==> config.mk <==
export PLATFORM = sky130hd
export DESIGN_NAME = hbpc_core
export DESIGN_NICKNAME = d
export VERILOG_FILES = /design/src/hbpc_pkg.sv /design/src/hbpc_core.sv
export SDC_FILE = /design/constraint.sdc
export NUM_CORES = 1
export LEC_CHECK = 0
export CORE_MARGIN = 10
export CORE_UTILIZATION = 52
export DETAILED_ROUTE_END_ITERATION = 8
export DONT_BUFFER_PORTS = 1
export HOLD_SLACK_MARGIN = 0.06
export PLACE_DENSITY = 0.64
export SLEW_MARGIN = 30
export SYNTH_ARGS = -nofsm -noshare
export SYNTH_HDL_FRONTEND = slang
export SYNTH_SLANG_ARGS = --single-unit
==> constraint.sdc <==
create_clock -name sys_clk_i -period 6.3 [get_ports sys_clk_i]
set_clock_uncertainty 0.05 [all_clocks]
set_input_delay 0.945 -clock sys_clk_i [delete_from_list [all_inputs] [get_ports sys_clk_i]]
set_output_delay 0.945 -clock sys_clk_i [all_outputs]
set_load 0.005 [all_outputs]
==> src/hbpc_pkg.sv <==
package hbpc_pkg;
    localparam int CLK_HZ              = 20_000_000;
    localparam int CLK_NS              = 50;
    // times in their own units, cycle counts derived
    localparam int SLEEP_DELAY_US      = 1000;
    localparam int WAKE_HOLD_US        = 5;
    localparam int WAKE_DELAY_US       = 50;
    localparam int DECAY_OFF_TIME_US   = 25;
    localparam int TRANSITION_GAP_NS   = 220;
    localparam int OC_DEGLITCH_NS      = 1500;
    localparam int OC_RETRY_US         = 3000;
    localparam int TRIP_GAIN           = 10;
    localparam int SLEEP_CYC    = SLEEP_DELAY_US * (CLK_HZ / 1_000_000);
    localparam int WAKE_HOLD_CYC = WAKE_HOLD_US * (CLK_HZ / 1_000_000);
    localparam int WAKE_CYC     = WAKE_DELAY_US * (CLK_HZ / 1_000_000);
    localparam int DECAY_CYC    = DECAY_OFF_TIME_US * (CLK_HZ / 1_000_000);
    localparam int GAP_CYC      = (TRANSITION_GAP_NS + CLK_NS - 1) / CLK_NS;
    localparam int DEGLITCH_CYC = (OC_DEGLITCH_NS + CLK_NS - 1) / CLK_NS;
    localparam int RETRY_CYC    = OC_RETRY_US * (CLK_HZ / 1_000_000);
    localparam int CNT_W        = 17;
    // half-bridge drive codes
    localparam logic [1:0] HB_OFF  = 2'h0;
    localparam logic [1:0] HB_LOW  = 2'h1;
    localparam logic [1:0] HB_HIGH = 2'h2;
    typedef enum {ST_SLEEP, ST_WAKE, ST_RUN} hbpc_mode_e;
endpackage

==> src/hbpc_core.sv <==
// Overview of operation
// both low: coast, start sleep count
// one input high drives forward/reverse
// both high brakes through low sides
// inputs low for delay enters sleep
// power-up with inputs low sleeps immediately
// wake after 5us hold, run 50us later
// trip when sense exceeds reference over gain
// trip forces low sides for off-time
// after off-time, follow inputs again
// dead gap between high and low drive
// supply low disables all FETs
// persistent overcurrent disables for retry period
// retry 3ms, repeats while overcurrent persists
// overtemperature disables until hysteresis clears
// controller PWM at most 100kHz
// controller modulates one input, brakes off-phase
// controller holds each level 800ns
// any fault overrides regulation and inputs
module hbpc_core #(
    parameter int SLEEP_CYCLES = hbpc_pkg::SLEEP_CYC,
    parameter int RETRY_CYCLES = hbpc_pkg::RETRY_CYC
) (
    input  wire logic       sys_clk_i,
    input  wire logic       resetn_i,
    input  wire logic       clk_en_i,
    input  wire logic       dir_input_a_i,
    input  wire logic       dir_input_b_i,
    input  wire logic       current_trip_i,
    input  wire logic       supply_low_lockout_i,
    input  wire logic       overcurrent_trip_i,
    input  wire logic       overtemp_shutdown_i,
    output logic      [1:0] bridge_out_a_o,
    output logic      [1:0] bridge_out_b_o,
    output logic            sleeping_o,
    output logic            fault_o
);
    import hbpc_pkg::*;

    // three-stage synchronisers; change taken when stages 2 and 3 agree
    logic [2:0] sa, sb, st, su, so, sx;
    logic       in_a, in_b, trip, uv, oc, ot;
    logic       next_in_a, next_in_b, next_trip, next_uv, next_oc, next_ot;

    function automatic logic filt(input logic [2:0] s, input logic cur);
        filt = (s[1] == s[2]) ? s[2] : cur;
    endfunction

    always_comb begin
        next_in_a = filt(sa, in_a);
        next_in_b = filt(sb, in_b);
        next_trip = filt(st, trip);
        next_uv   = filt(su, uv);
        next_oc   = filt(so, oc);
        next_ot   = filt(sx, ot);
    end

    always_ff @(posedge sys_clk_i) begin
        if (!resetn_i) begin
            {sa, sb, st, su, so, sx} <= '0;
            {in_a, in_b, trip, uv, oc, ot} <= '0;
        end else if (clk_en_i) begin
            sa <= {sa[1:0], dir_input_a_i};
            sb <= {sb[1:0], dir_input_b_i};
            st <= {st[1:0], current_trip_i};
            su <= {su[1:0], supply_low_lockout_i};
            so <= {so[1:0], overcurrent_trip_i};
            sx <= {sx[1:0], overtemp_shutdown_i};
            in_a <= next_in_a;
            in_b <= next_in_b;
            trip <= next_trip;
            uv   <= next_uv;
            oc   <= next_oc;
            ot   <= next_ot;
        end
    end

    // mode, sleep/wake, regulation and overcurrent timers
    hbpc_mode_e       mode, next_mode;
    logic [CNT_W-1:0] mcnt, next_mcnt;
    logic [CNT_W-1:0] dcnt, next_dcnt;
    logic [CNT_W-1:0] ocnt, next_ocnt;
    logic [CNT_W-1:0] rcnt, next_rcnt;
    logic             retry, next_retry;
    logic             any_in;
    logic             fault;

    assign any_in = in_a | in_b;
    assign fault  = uv | retry | ot;

    always_comb begin
        next_mode = mode;
        next_mcnt = '0;
        case (mode)
            ST_SLEEP: begin
                // input must be held for the wake hold time first
                if (any_in) begin
                    next_mcnt = mcnt + 1'b1;
                    if (mcnt >= CNT_W'(WAKE_HOLD_CYC - 1)) begin
                        next_mode = ST_WAKE;
                        next_mcnt = '0;
                    end
                end
            end
            ST_WAKE: begin
                next_mcnt = mcnt + 1'b1;
                if (mcnt >= CNT_W'(WAKE_CYC - 1)) begin
                    next_mode = ST_RUN;
                    next_mcnt = '0;
                end
            end
            ST_RUN: begin
                if (!any_in) begin
                    next_mcnt = mcnt + 1'b1;
                    if (mcnt >= CNT_W'(SLEEP_CYCLES - 1)) begin
                        next_mode = ST_SLEEP;
                        next_mcnt = '0;
                    end
                end
            end
            default: next_mode = ST_SLEEP;
        endcase

        // off-time starts on a trip in run mode without a fault, coast included; trip level is analog ref/gain
        next_dcnt = dcnt;
        if (dcnt != '0)
            next_dcnt = dcnt - 1'b1;
        else if (trip && mode == ST_RUN && !fault)
            next_dcnt = CNT_W'(DECAY_CYC);

        next_retry = retry;
        next_rcnt  = rcnt;
        next_ocnt  = oc ? ocnt + 1'b1 : '0;
        if (retry) begin
            next_ocnt = '0;
            next_rcnt = rcnt + 1'b1;
            if (rcnt >= CNT_W'(RETRY_CYCLES - 1)) begin
                next_retry = 1'b0;
                next_rcnt  = '0;
            end
        end else if (oc && ocnt >= CNT_W'(DEGLITCH_CYC - 1)) begin
            next_retry = 1'b1;
            next_rcnt  = '0;
        end
    end

    always_ff @(posedge sys_clk_i) begin
        if (!resetn_i) begin
            mode  <= ST_SLEEP;
            mcnt  <= '0;
            dcnt  <= '0;
            ocnt  <= '0;
            rcnt  <= '0;
            retry <= 1'b0;
        end else if (clk_en_i) begin
            mode  <= next_mode;
            mcnt  <= next_mcnt;
            dcnt  <= next_dcnt;
            ocnt  <= next_ocnt;
            rcnt  <= next_rcnt;
            retry <= next_retry;
        end
    end

    // target drive and dead-gap insertion per half-bridge
    logic [1:0] tgt_a, tgt_b;
    logic [1:0] next_out_a, next_out_b;
    logic [3:0] gap_a, gap_b, next_gap_a, next_gap_b;

    always_comb begin
        if (fault || mode != ST_RUN) begin
            tgt_a = HB_OFF;
            tgt_b = HB_OFF;
        end else if (dcnt != '0) begin
            tgt_a = HB_LOW;
            tgt_b = HB_LOW;
        end else begin
            case ({in_a, in_b})
                2'h0: begin tgt_a = HB_OFF;  tgt_b = HB_OFF;  end
                2'h1: begin tgt_a = HB_LOW;  tgt_b = HB_HIGH; end
                2'h2: begin tgt_a = HB_HIGH; tgt_b = HB_LOW;  end
                2'h3: begin tgt_a = HB_LOW;  tgt_b = HB_LOW;  end
                default: begin tgt_a = HB_OFF; tgt_b = HB_OFF; end
            endcase
        end
    end

    function automatic logic [5:0] step(input logic [1:0] cur, input logic [1:0] tgt,
                                        input logic [3:0] gap);
        // returns {out, gap}; leaving any driven level runs the full gap, so a
        // one-cycle coast between high and low cannot shorten the dead time
        if (gap != '0)
            step = {HB_OFF, gap - 4'h1};
        else if (cur != HB_OFF && cur != tgt)
            step = {HB_OFF, 4'(GAP_CYC - 1)};
        else
            step = {tgt, 4'h0};
    endfunction

    always_comb begin
        {next_out_a, next_gap_a} = step(bridge_out_a_o, tgt_a, gap_a);
        {next_out_b, next_gap_b} = step(bridge_out_b_o, tgt_b, gap_b);
        // faults cut drive at once, no gap needed to turn off
        if (fault) begin
            next_out_a = HB_OFF;
            next_out_b = HB_OFF;
        end
    end

    always_ff @(posedge sys_clk_i) begin
        if (!resetn_i) begin
            bridge_out_a_o <= HB_OFF;
            bridge_out_b_o <= HB_OFF;
            gap_a <= '0;
            gap_b <= '0;
        end else if (clk_en_i) begin
            bridge_out_a_o <= next_out_a;
            bridge_out_b_o <= next_out_b;
            gap_a <= next_gap_a;
            gap_b <= next_gap_b;
        end
    end

    assign sleeping_o = (mode == ST_SLEEP);
    assign fault_o    = fault;
endmodule

==> results_dict.tcl, run 1 <==
set metrics [dict create \
    cp_slowest_cell "o31ai_4" \
    synth_seq_cells 107 \
    min_period_ns 2.73 \
    fin_util_pct 55.8 \
    synth-edff-count 0 \
    cellInternalPower_mw 0.892 \
    dieArea_um2 14300 \
    r2r-start "dcnt[2]" \
    final.setup.tns_ns 0 \
    required_ns 6.51 \
    p_sw_share_pct 23.8 \
    gp_congestion 0.822 \
    dr.pass1.iters 4 \
    hold_class "reg2reg" \
    syn-instance-count 619 \
    placed_cells 724 \
    die_width_um 119 \
    muxShareOfSynthArea_pct 4.47 \
    drive_above_1_share_pct 4.61 \
    die_h_um 119 \
    maxSlewViolCount 0 \
    r2r_slack_ns 3.57 \
    synth-xor-area-share_pct 6.30 \
    grt_pass1_wl_um 18100 \
    cts_resized 0 \
    ant_nets 0 \
    via_per_inst 5.74 \
    worst_setup_path_start_kind "flip-flop" \
    power.total_mw 1.17 \
    routedWlPerCell_um 14.2 \
    rsz0062_at_grt "false" \
    ys.flop_type "dfxtp_1" \
    worst_pin_slew_ns 0.894 \
    boundaryPins 15 \
    critPathCaptureType "flip-flop" \
    via_count 4244 \
    combPwrFrac_pct 2.9 \
    synth_top_area_share_pct 41.6 \
    cts_made_buffers 9 \
    layout_commonest_cell "dfxtp_1" \
    whs_endpoint "trip" \
    io_buffers 0 \
    coreArea_um2 9730 \
    drt-total-wl_um 10500 \
    grt_pass1_vias 3953 \
    fmax_ghz 0.367 \
    clkPwrFrac_pct 38.3 \
    cts-root-buf "clkbuf_8" \
    postCtsHoldBufs 0 \
    hold_path_depth 2 \
    clk_pin_slew_ns 0.11 \
    p_per_area_nw_per_um2 216 \
    grt_usage_pct 14.9 \
    initial_core_util_pct 52.9 \
    synth_compound_area_share_pct 14.2 \
    antennaDiodeCount 0 \
    drcViolationCount 0 \
    power_frac_seq_pct 58.7 \
    final_cell_mix "dfxtp_1 (107), nor2_1 (85), nand2_1 (48)" \
    synthAdderAreaFrac_pct 1.46 \
    grt-ovfl-total 0 \
    critPathMaxFanout 19 \
    seq_area_frac_synth_pct 41.6 \
    syn2layout_area_growth_pct 5.42 \
    crit_chain "nor4_1 -> nand3_1 -> o31ai_4 -> or4_1 -> xor2_1 -> nor2_1" \
    syn-num-nets 634 \
    dp_hpwl_um 7130 \
    final_hold_viol_count 0 \
    hp-start "st[2]" \
    setup_viol 0 \
    cp.arrival_ns 2.93 \
    status "finished, final reports clean" \
    insertion_delay_ns 0.38 \
    synth.distinct_cells 58 \
    cap_violations 0 \
    std_cell_rows 36 \
    synthSimpleGateAreaFrac_pct 28.4 \
    layoutNonFillerInstCount 740 \
    reg2reg_depth 6 \
    synthTopCellsByArea "dfxtp_1 (42%), nor2_1 (6.2%), mux2i_1 (4.5%)" \
    slowest_delay_ns 0.72 \
    vdd.ir_drop.worst_v 0.000174 \
    relSlewSlack_pct 40.3 \
    postCtsSetupBuffers 0 \
    fin_nets 617 \
    grt_antenna_before_repair 0 \
    grt_max_degree 51 \
    synth.cell_area_um2 5150 \
    synth_area_leader_cell "dfxtp_1" \
    period_share_pct 43.3 \
    ys_warn_count 0 \
    leakage_nw 1.88 \
    net-switching-power_mw 0.280 \
    rr_endpoint "dcnt[14]" \
    synth_top_family_by_area "simple AND/OR/NAND/NOR gates" \
    async_flop_share_pct 0 \
    cts_tree "built" \
    clock-sinks 107 \
    clk_path_buf_depth 2 \
    drtIter0Drc 237 \
    worstSetupPathType "reg2reg" \
    htreeDepth 3 \
    syn_area_per_cell_um2 8.31 \
]
worst max-delay path: cells and delay by family (launching register included):
| kind | cells | cell delay [ns] |
|---|---|---|
| flops | 1 | 0.36 |
| simple gates | 4 | 1.34 |
| xor+xnor | 1 | 0.14 |
| compound gates | 1 | 0.72 |
cell usage after synthesis (all sizes together), types with 5 or more instances:
master and number:
a31oi 13, a21boi 9, inv 14, a21o 6, nand3 39, xnor2 25, clkbuf 22, nor3 28
nor4 19, nand4 13, or3 18, and2 5, mux2i 23, o21ai 28, nand2 48, buf 7
nor2b 21, a21oi 24, xor2 12, ha 6, nor2 85, dfxtp 107
stage by stage:
step / hold WS (ns) / setup WS, ns / cell area, um2
floorplan: 0.384 / 3.80 / 5150
global placement: 0.395 / 3.61 / 5190
detailed placement: 0.406 / 3.51 / 5200
CTS: 0.423 / 3.61 / 5420
global route: 0.434 / 3.34 / 5430
finish: 0.421 / 3.57 / 5430
how the worst max path moves through the flow:
| stage | cells past startpoint | startpoint | endpoint | slack (ns) |
|---|---|---|---|---|
| after floorplan | 6 | clk_en_i | mcnt[11] | 3.80 |
| after global placement | 5 | ocnt[5] | rcnt[16] | 3.61 |
| after detailed placement | 6 | clk_en_i | mcnt[12] | 3.51 |
| after CTS | 6 | dcnt[2] | dcnt[14] | 3.61 |
| after global routing | 6 | dcnt[2] | dcnt[14] | 3.34 |
| final | 6 | dcnt[2] | dcnt[14] | 3.57 |
per-layer routing:
| layer | global-route usage [%] | up-vias | share of wire, % |
|---|---|---|---|
| met5 | 0 | - | 0 |
| met3 | 3.59 | 13 | 4.0 |
| met1 | 18.3 | 2004 | 47 |
| li1 | - | 2161 | - |
| met2 | 24.8 | 66 | 47 |
| met4 | 5.28 | 0 | 1.3 |
power groups by stage:
stage / clock (mW) / sequential, mW / combinational [mW]
finish: 0.449 / 0.688 / 0.0345
global route: 0.487 / 0.690 / 0.0391
CTS: 0.465 / 0.688 / 0.0348
detailed placement: 0 / 0.704 / 0.0348
global placement: 0 / 0.704 / 0.0334
floorplan: 0 / 0.702 / 0.0365
area by class of cell:
class,count,area (um2)
sequential,107,2140
clock inverter,7,93.8
fill,968,4300
tap,133,166
multi-input combinational,469,2840
timing repair buffer,1,7.51
inverter,14,52.6
clock buffer,9,124
flip-flops by register name, indices dropped and copies added (netlist names), 2 cells and up:
| name | cells |
|---|---|
| dcnt | 17 |
| ocnt | 17 |
| rcnt | 17 |
| gap_a | 4 |
| bridge_out_a_o | 2 |
| sx | 3 |
| so | 3 |
| sa | 3 |
| sb | 3 |
| bridge_out_b_o | 2 |
| gap_b | 4 |
| st | 3 |
| mode | 2 |
| su | 3 |
| mcnt | 17 |
kinds of logic after synthesis:
| group | count (synthesis) |
|---|---|
| adders and majority gates | 6 |
| buffers and inverters | 43 |
| AOI/OAI and AO/OA | 107 |
| DFF | 107 |
| and+or+nand+nor | 296 |
| xor gates and xnor gates | 37 |
| muxes | 23 |
Note: power is estimated with default switching activity, not from simulation.
==> inputs of run 2 (changes only) <==
--- a/config.mk
+++ b/config.mk
@@ -10,7 +10,7 @@
 export DETAILED_ROUTE_END_ITERATION = 8
 export DONT_BUFFER_PORTS = 1
 export HOLD_SLACK_MARGIN = 0.06
-export PLACE_DENSITY = 0.64
+export PLACE_DENSITY = 0.67
 export SLEW_MARGIN = 30
 export SYNTH_ARGS = -nofsm -noshare
 export SYNTH_HDL_FRONTEND = slang
==> constraint.sdc (replaced) <==
create_clock -name sys_clk_i -period 2.3 [get_ports sys_clk_i]
set_clock_uncertainty 0.05 [all_clocks]
set_input_delay 0.345 -clock sys_clk_i [delete_from_list [all_inputs] [get_ports sys_clk_i]]
set_output_delay 0.345 -clock sys_clk_i [all_outputs]
set_load 0.005 [all_outputs]
==> run 2 against run 1 <==
Die area stayed put. Global-route usage is 0.38 points higher. Clock power grew to 2.5 times the previous value. Hold slack worse by 0.35 ns. Critical path depth stayed put. Largest power group unchanged.
==> results_dict.tcl, run 2 (synthesized netlist as in run 1, its figures left out) <==
set metrics [dict create \
    gp_congestion 0.861 \
    placed_area_um2 5400 \
    maxSlewViolCount 0 \
    fin_nets 656 \
    grt_pass1_wl_um 18800 \
    grt_antenna_before_repair 0 \
    p_per_area_nw_per_um2 543 \
    grt_pass1_vias 4215 \
    leakage_nw 2.09 \
    postCtsSetupBuffers 0 \
    vdd.ir_drop.worst_v 0.000497 \
    final.setup.tns_ns 0 \
    nFillCells 892 \
    period_share_pct 98.2 \
    cp-endpoint "mcnt[13]" \
    die_h_um 119 \
    worstSetupPathType "reg2reg" \
    critPathCaptureType "flip-flop" \
    final_cell_mix "dfxtp_1 (106), nor2_1 (85), nand2_1 (47)" \
    setup_slack_ns 0.0403 \
    drcViolationCount 0 \
    coreArea_um2 9730 \
    grt-ovfl-total 0 \
    rr_endpoint "mcnt[13]" \
    r2r-start "mcnt[5]" \
    clock-sinks 107 \
    ant_nets 0 \
    syn2layout_area_growth_pct 12.7 \
    clk_path_buf_depth 2 \
    clk_pin_slew_ns 0.10 \
    cts_tree "built" \
    via_per_inst 5.52 \
    std_cell_rows 36 \
    relSlewSlack_pct 45.1 \
    cp_slowest_cell "or4_4" \
    layoutNonFillerInstCount 779 \
    placed_cells 752 \
    boundaryPins 15 \
    final_hold_viol_count 0 \
    die_width_um 119 \
    drtIter0Drc 274 \
    slowest_delay_ns 0.54 \
    cts_made_buffers 9 \
    crit_chain "or4_4 -> a41o_1 -> a211oi_4 -> a31oi_4 -> or3_1 -> a31oi_1" \
    fmax_ghz 0.443 \
    final_cell_area_um2 5800 \
    holdWs_ns 0.0740 \
    critPathMaxFanout 10 \
    layout_commonest_cell "dfxtp_1" \
    drive_above_1_share_pct 10.2 \
    grt_max_degree 50 \
    setup_viol 0 \
    required_ns 2.53 \
    dr.pass1.iters 4 \
    rsz0062_at_grt "true" \
    status "finished, final reports clean" \
    dp_hpwl_um 7210 \
    worst_setup_path_start_kind "flip-flop" \
    min_period_ns 2.26 \
    cap_violations 0 \
    antennaDiodeCount 0 \
    hp-start "overtemp_shutdown_i" \
    drt-total-wl_um 10800 \
    r2r_slack_ns 0.04 \
    via_count 4300 \
    reg2reg_depth 6 \
    timing.critical_path.from "mcnt[5]" \
    hold_class "in2reg" \
    routedWlPerCell_um 13.9 \
    initial_core_util_pct 52.9 \
    cts-root-buf "clkbuf_8" \
    insertion_delay_ns 0.37 \
    htreeDepth 3 \
    grt_usage_pct 15.3 \
    io_buffers 0 \
    dp_slack_ns -0.0588 \
    dieArea_um2 14300 \
    cp.arrival_ns 2.49 \
    worst_pin_slew_ns 0.822 \
]
[run 2: cell count changes in the layout (fill, tap and decap cells not counted), sizes merged]
cell,before,now
inv,17,14
clkinv,2,3
clkbuf,9,11
dlygate4sd3,0,11
buf,1,29
[run 2: layer usage]
metal	GRT usage, %	vias to the layer above	share of wire [%]
met3	4.02	11	3.8
met4	4.15	0	1.2
met2	27.2	54	50
met1	17.6	1990	46
met5	0	-	0
li1	-	2245	-
[run 2: worst max-delay path, delay by kind of cell, from the launching register on]
kind / cells / cell delay (ns)
and+or+nand+nor: 2 / 0.92
AOI/OAI and AO/OA: 4 / 0.88
DFF: 1 / 0.32
[run 2: worst min-delay path by stage]
stage          slack (ns)  cells past startpoint  endpoint
4_1_cts              0.04                      1   dcnt[0]
5_1_grt              0.06                      1   mcnt[2]
6_report             0.07                      2     sx[0]
3_5_place_dp         0.41                      2  rcnt[16]
2_1_floorplan        0.38                      2  rcnt[16]
3_3_place_gp         0.40                      1  gap_b[3]
[run 2: layout make-up]
class | count | area [um2] | share of cell area (%)
multi-input cells | 469 | 2910 | 50.3
inverters | 14 | 52.6 | 0.906
well taps | 133 | 166 | 2.87
clock inverters | 5 | 52.6 | 0.906
repair buffers | 40 | 328 | 5.65
flip-flops and latches | 107 | 2140 | 37.0
clock buffers | 11 | 141 | 2.44
[run 2: what timing repair did]
item,4_1_cts,5_1_grt
resized for setup,3,15
cloned,0,0
endpoints found under the hold margin,18,14
pin swaps,1,2
hold buffers,10,1
endpoints found under the setup margin,14,19
[run 2: where the power goes]
part / switching (mW) / internal, mW / leakage [nW]
Sequential: 0.0151 / 1.87 / 0.864
Clock: 0.616 / 0.529 / 0.0991
Combinational: 0.0625 / 0.0551 / 1.12
Total: 0.694 / 2.45 / 2.09
[run 2: per-stage QoR]
step,util [%],power (mW)
global route,59.6,3.27
floorplan,-,2.02
finish,59.6,3.15
global placement,55.5,2.02
CTS,58.8,3.17
detailed placement,55.5,2.03
==> inputs of run 3 (changes only) <==
--- a/config.mk
+++ b/config.mk
@@ -5,12 +5,12 @@
 export SDC_FILE = /design/constraint.sdc
 export NUM_CORES = 1
 export LEC_CHECK = 0
+export BUFFER_PORTS_ARGS = -buffer_cell sky130_fd_sc_hd__buf_2
 export CORE_MARGIN = 10
 export CORE_UTILIZATION = 52
 export DETAILED_ROUTE_END_ITERATION = 8
-export DONT_BUFFER_PORTS = 1
 export HOLD_SLACK_MARGIN = 0.06
-export PLACE_DENSITY = 0.67
+export PLACE_DENSITY = 0.68
 export SLEW_MARGIN = 30
 export SYNTH_ARGS = -nofsm -noshare
 export SYNTH_HDL_FRONTEND = slang
==> run 3 against run 2 <==
The flow now finishes with violations (setup timing). Flip-flop and latch count did not move. Critical path type unchanged. Sequential power about the same. Design area grew 2.3%. Die area stayed put. Hold slack gained 0.063 ns. Register-to-register slack worse by 0.05 ns. Final cell count rose by 2.1%.
==> results_dict.tcl, run 3 (synthesized netlist as in run 1, its figures left out) <==
set metrics [dict create \
    insertion_delay_ns 0.40 \
    rsz0062_at_grt "true" \
    slowest_delay_ns 0.55 \
    grt_usage_pct 15.6 \
    failed_checks "setup timing" \
    grt-ovfl-total 0 \
    r2r_slack_ns -0.01 \
    cp.arrival_ns 2.60 \
    die_h_um 119 \
    drive_above_1_share_pct 14.5 \
    drtIter0Drc 269 \
    worst_pin_slew_ns 0.798 \
    syn2layout_area_growth_pct 15.2 \
    via_per_inst 5.68 \
    clock-sinks 107 \
    rr_endpoint "mcnt[7]" \
    dp_hpwl_um 7620 \
    setup_slack_ns -0.0106 \
    initial_core_util_pct 52.9 \
    reg2reg_depth 7 \
    critPathCaptureType "flip-flop" \
    cp_slowest_cell "or4_4" \
    critPathMaxFanout 5 \
    dieArea_um2 14300 \
    timing.critical_path.from "mcnt[8]" \
    die_width_um 119 \
    grt_antenna_before_repair 0 \
    cts_made_buffers 9 \
    cp-endpoint "mcnt[7]" \
    crit_chain "or4_4 -> a41o_1 -> a211oi_4 -> buf_4 -> a31oi_4 -> or3_1 -> a31oi_1" \
    cts-root-buf "clkbuf_8" \
    cts_tree "built" \
    grt_max_degree 50 \
    hold_class "in2reg" \
    std_cell_rows 36 \
    postCtsHoldBufs 0 \
    via_count 4515 \
    cap_violations 0 \
    gp_congestion 0.830 \
    grt_pass1_vias 4228 \
    r2r-start "mcnt[8]" \
    drt-total-wl_um 11400 \
    final_hold_viol_count 0 \
    fmax_ghz 0.433 \
    coreArea_um2 9730 \
    io_buffers 14 \
    clk_path_buf_depth 2 \
    leakage_nw 2.15 \
    clk_pin_slew_ns 0.11 \
    relSlewSlack_pct 46.6 \
    ant_nets 0 \
    htreeDepth 3 \
    p_per_area_nw_per_um2 528 \
    worst_setup_path_start_kind "flip-flop" \
    maxSlewViolCount 0 \
    final.setup.tns_ns -0.0106 \
    setup_viol 1 \
    grt_pass1_wl_um 18900 \
    worstSetupPathType "reg2reg" \
    boundaryPins 15 \
    vdd.ir_drop.worst_v 0.000462 \
    dr.pass1.iters 5 \
    antennaDiodeCount 0 \
    drcViolationCount 0 \
    period_share_pct 100 \
    fin_nets 672 \
    status "complete, but fails checks" \
    required_ns 2.59 \
    fin_util_pct 61.0 \
    routedWlPerCell_um 14.4 \
    dp_slack_ns -0.0294 \
    layout_commonest_cell "dfxtp_1" \
    final_cell_mix "dfxtp_1 (104), nor2_1 (85), nand2_1 (48)" \
    min_period_ns 2.31 \
]
## run 3: cell count changes in the layout (fill, tap and decap cells not counted), moves of 3 or more
cell and delta:
buf_4 +6, dlygate4sd3_1 -11, buf_6 +4, clkinv_4 +3
buf_2 +14, clkinv_2 -3
## run 3: worst min path at each step
stage,from,cells after the start,to
finish,overcurrent_trip_i,3,so[0]
detailed placement,gap_a[3],1,gap_a[3]
global placement,gap_b[3],1,gap_b[3]
global route,dir_input_a_i,3,sa[0]
floorplan,rcnt[16],2,rcnt[16]
CTS,overcurrent_trip_i,3,so[0]
## run 3: per-stage QoR
stage | power [mW] | instances | hold slack [ns] | area [um2]
floorplan | 2.02 | 619 | 0.384 | 5150
global placement | 2.07 | 773 | 0.396 | 5540
detailed placement | 2.07 | 773 | 0.398 | 5540
CTS | 3.17 | 789 | 0.121 | 5760
global route | 3.25 | 795 | 0.138 | 5930
finish | 3.13 | 795 | 0.137 | 5930
## run 3: layout make-up
cell class	instances	area (um2)
inverter	14	52.6
clock buffer	10	138
clock inverter	6	50.0
timing repair buffer	54	398
multi-input combinational	471	2980
tap	133	166
sequential	107	2150
fill	869	3800
## run 3: where the power goes
| part | internal (mW) | switching [mW] | total [mW] |
|---|---|---|---|
| logic | 0.0575 | 0.0890 | 0.146 |
| clock network | 0.432 | 0.668 | 1.10 |
| registers | 1.87 | 0.0140 | 1.88 |
## run 3: repair_timing
action	4_1_cts	5_1_grt
resized for setup	5	24
setup buffers	0	4
pin swaps	0	20
cloned	0	2
endpoints found under the setup margin	18	23
## run 3: metal layers
metal  vias up  global-route usage, %  share of wire, %
met2        91                   27.0                49
met1      2115                   18.0                45
met4         0                   6.26               2.1
li1       2287                      -                 -
met5         -                      0                 0
met3        22                   3.64               3.6
## run 3: critical path: cells and delay by family (launching register included)
kind | cells | cell delay [ns]
AO/OA/AOI/OAI | 4 | 0.74
buffers and inverters | 1 | 0.16
flip-flops | 1 | 0.34
AND/OR/NAND/NOR | 2 | 0.95
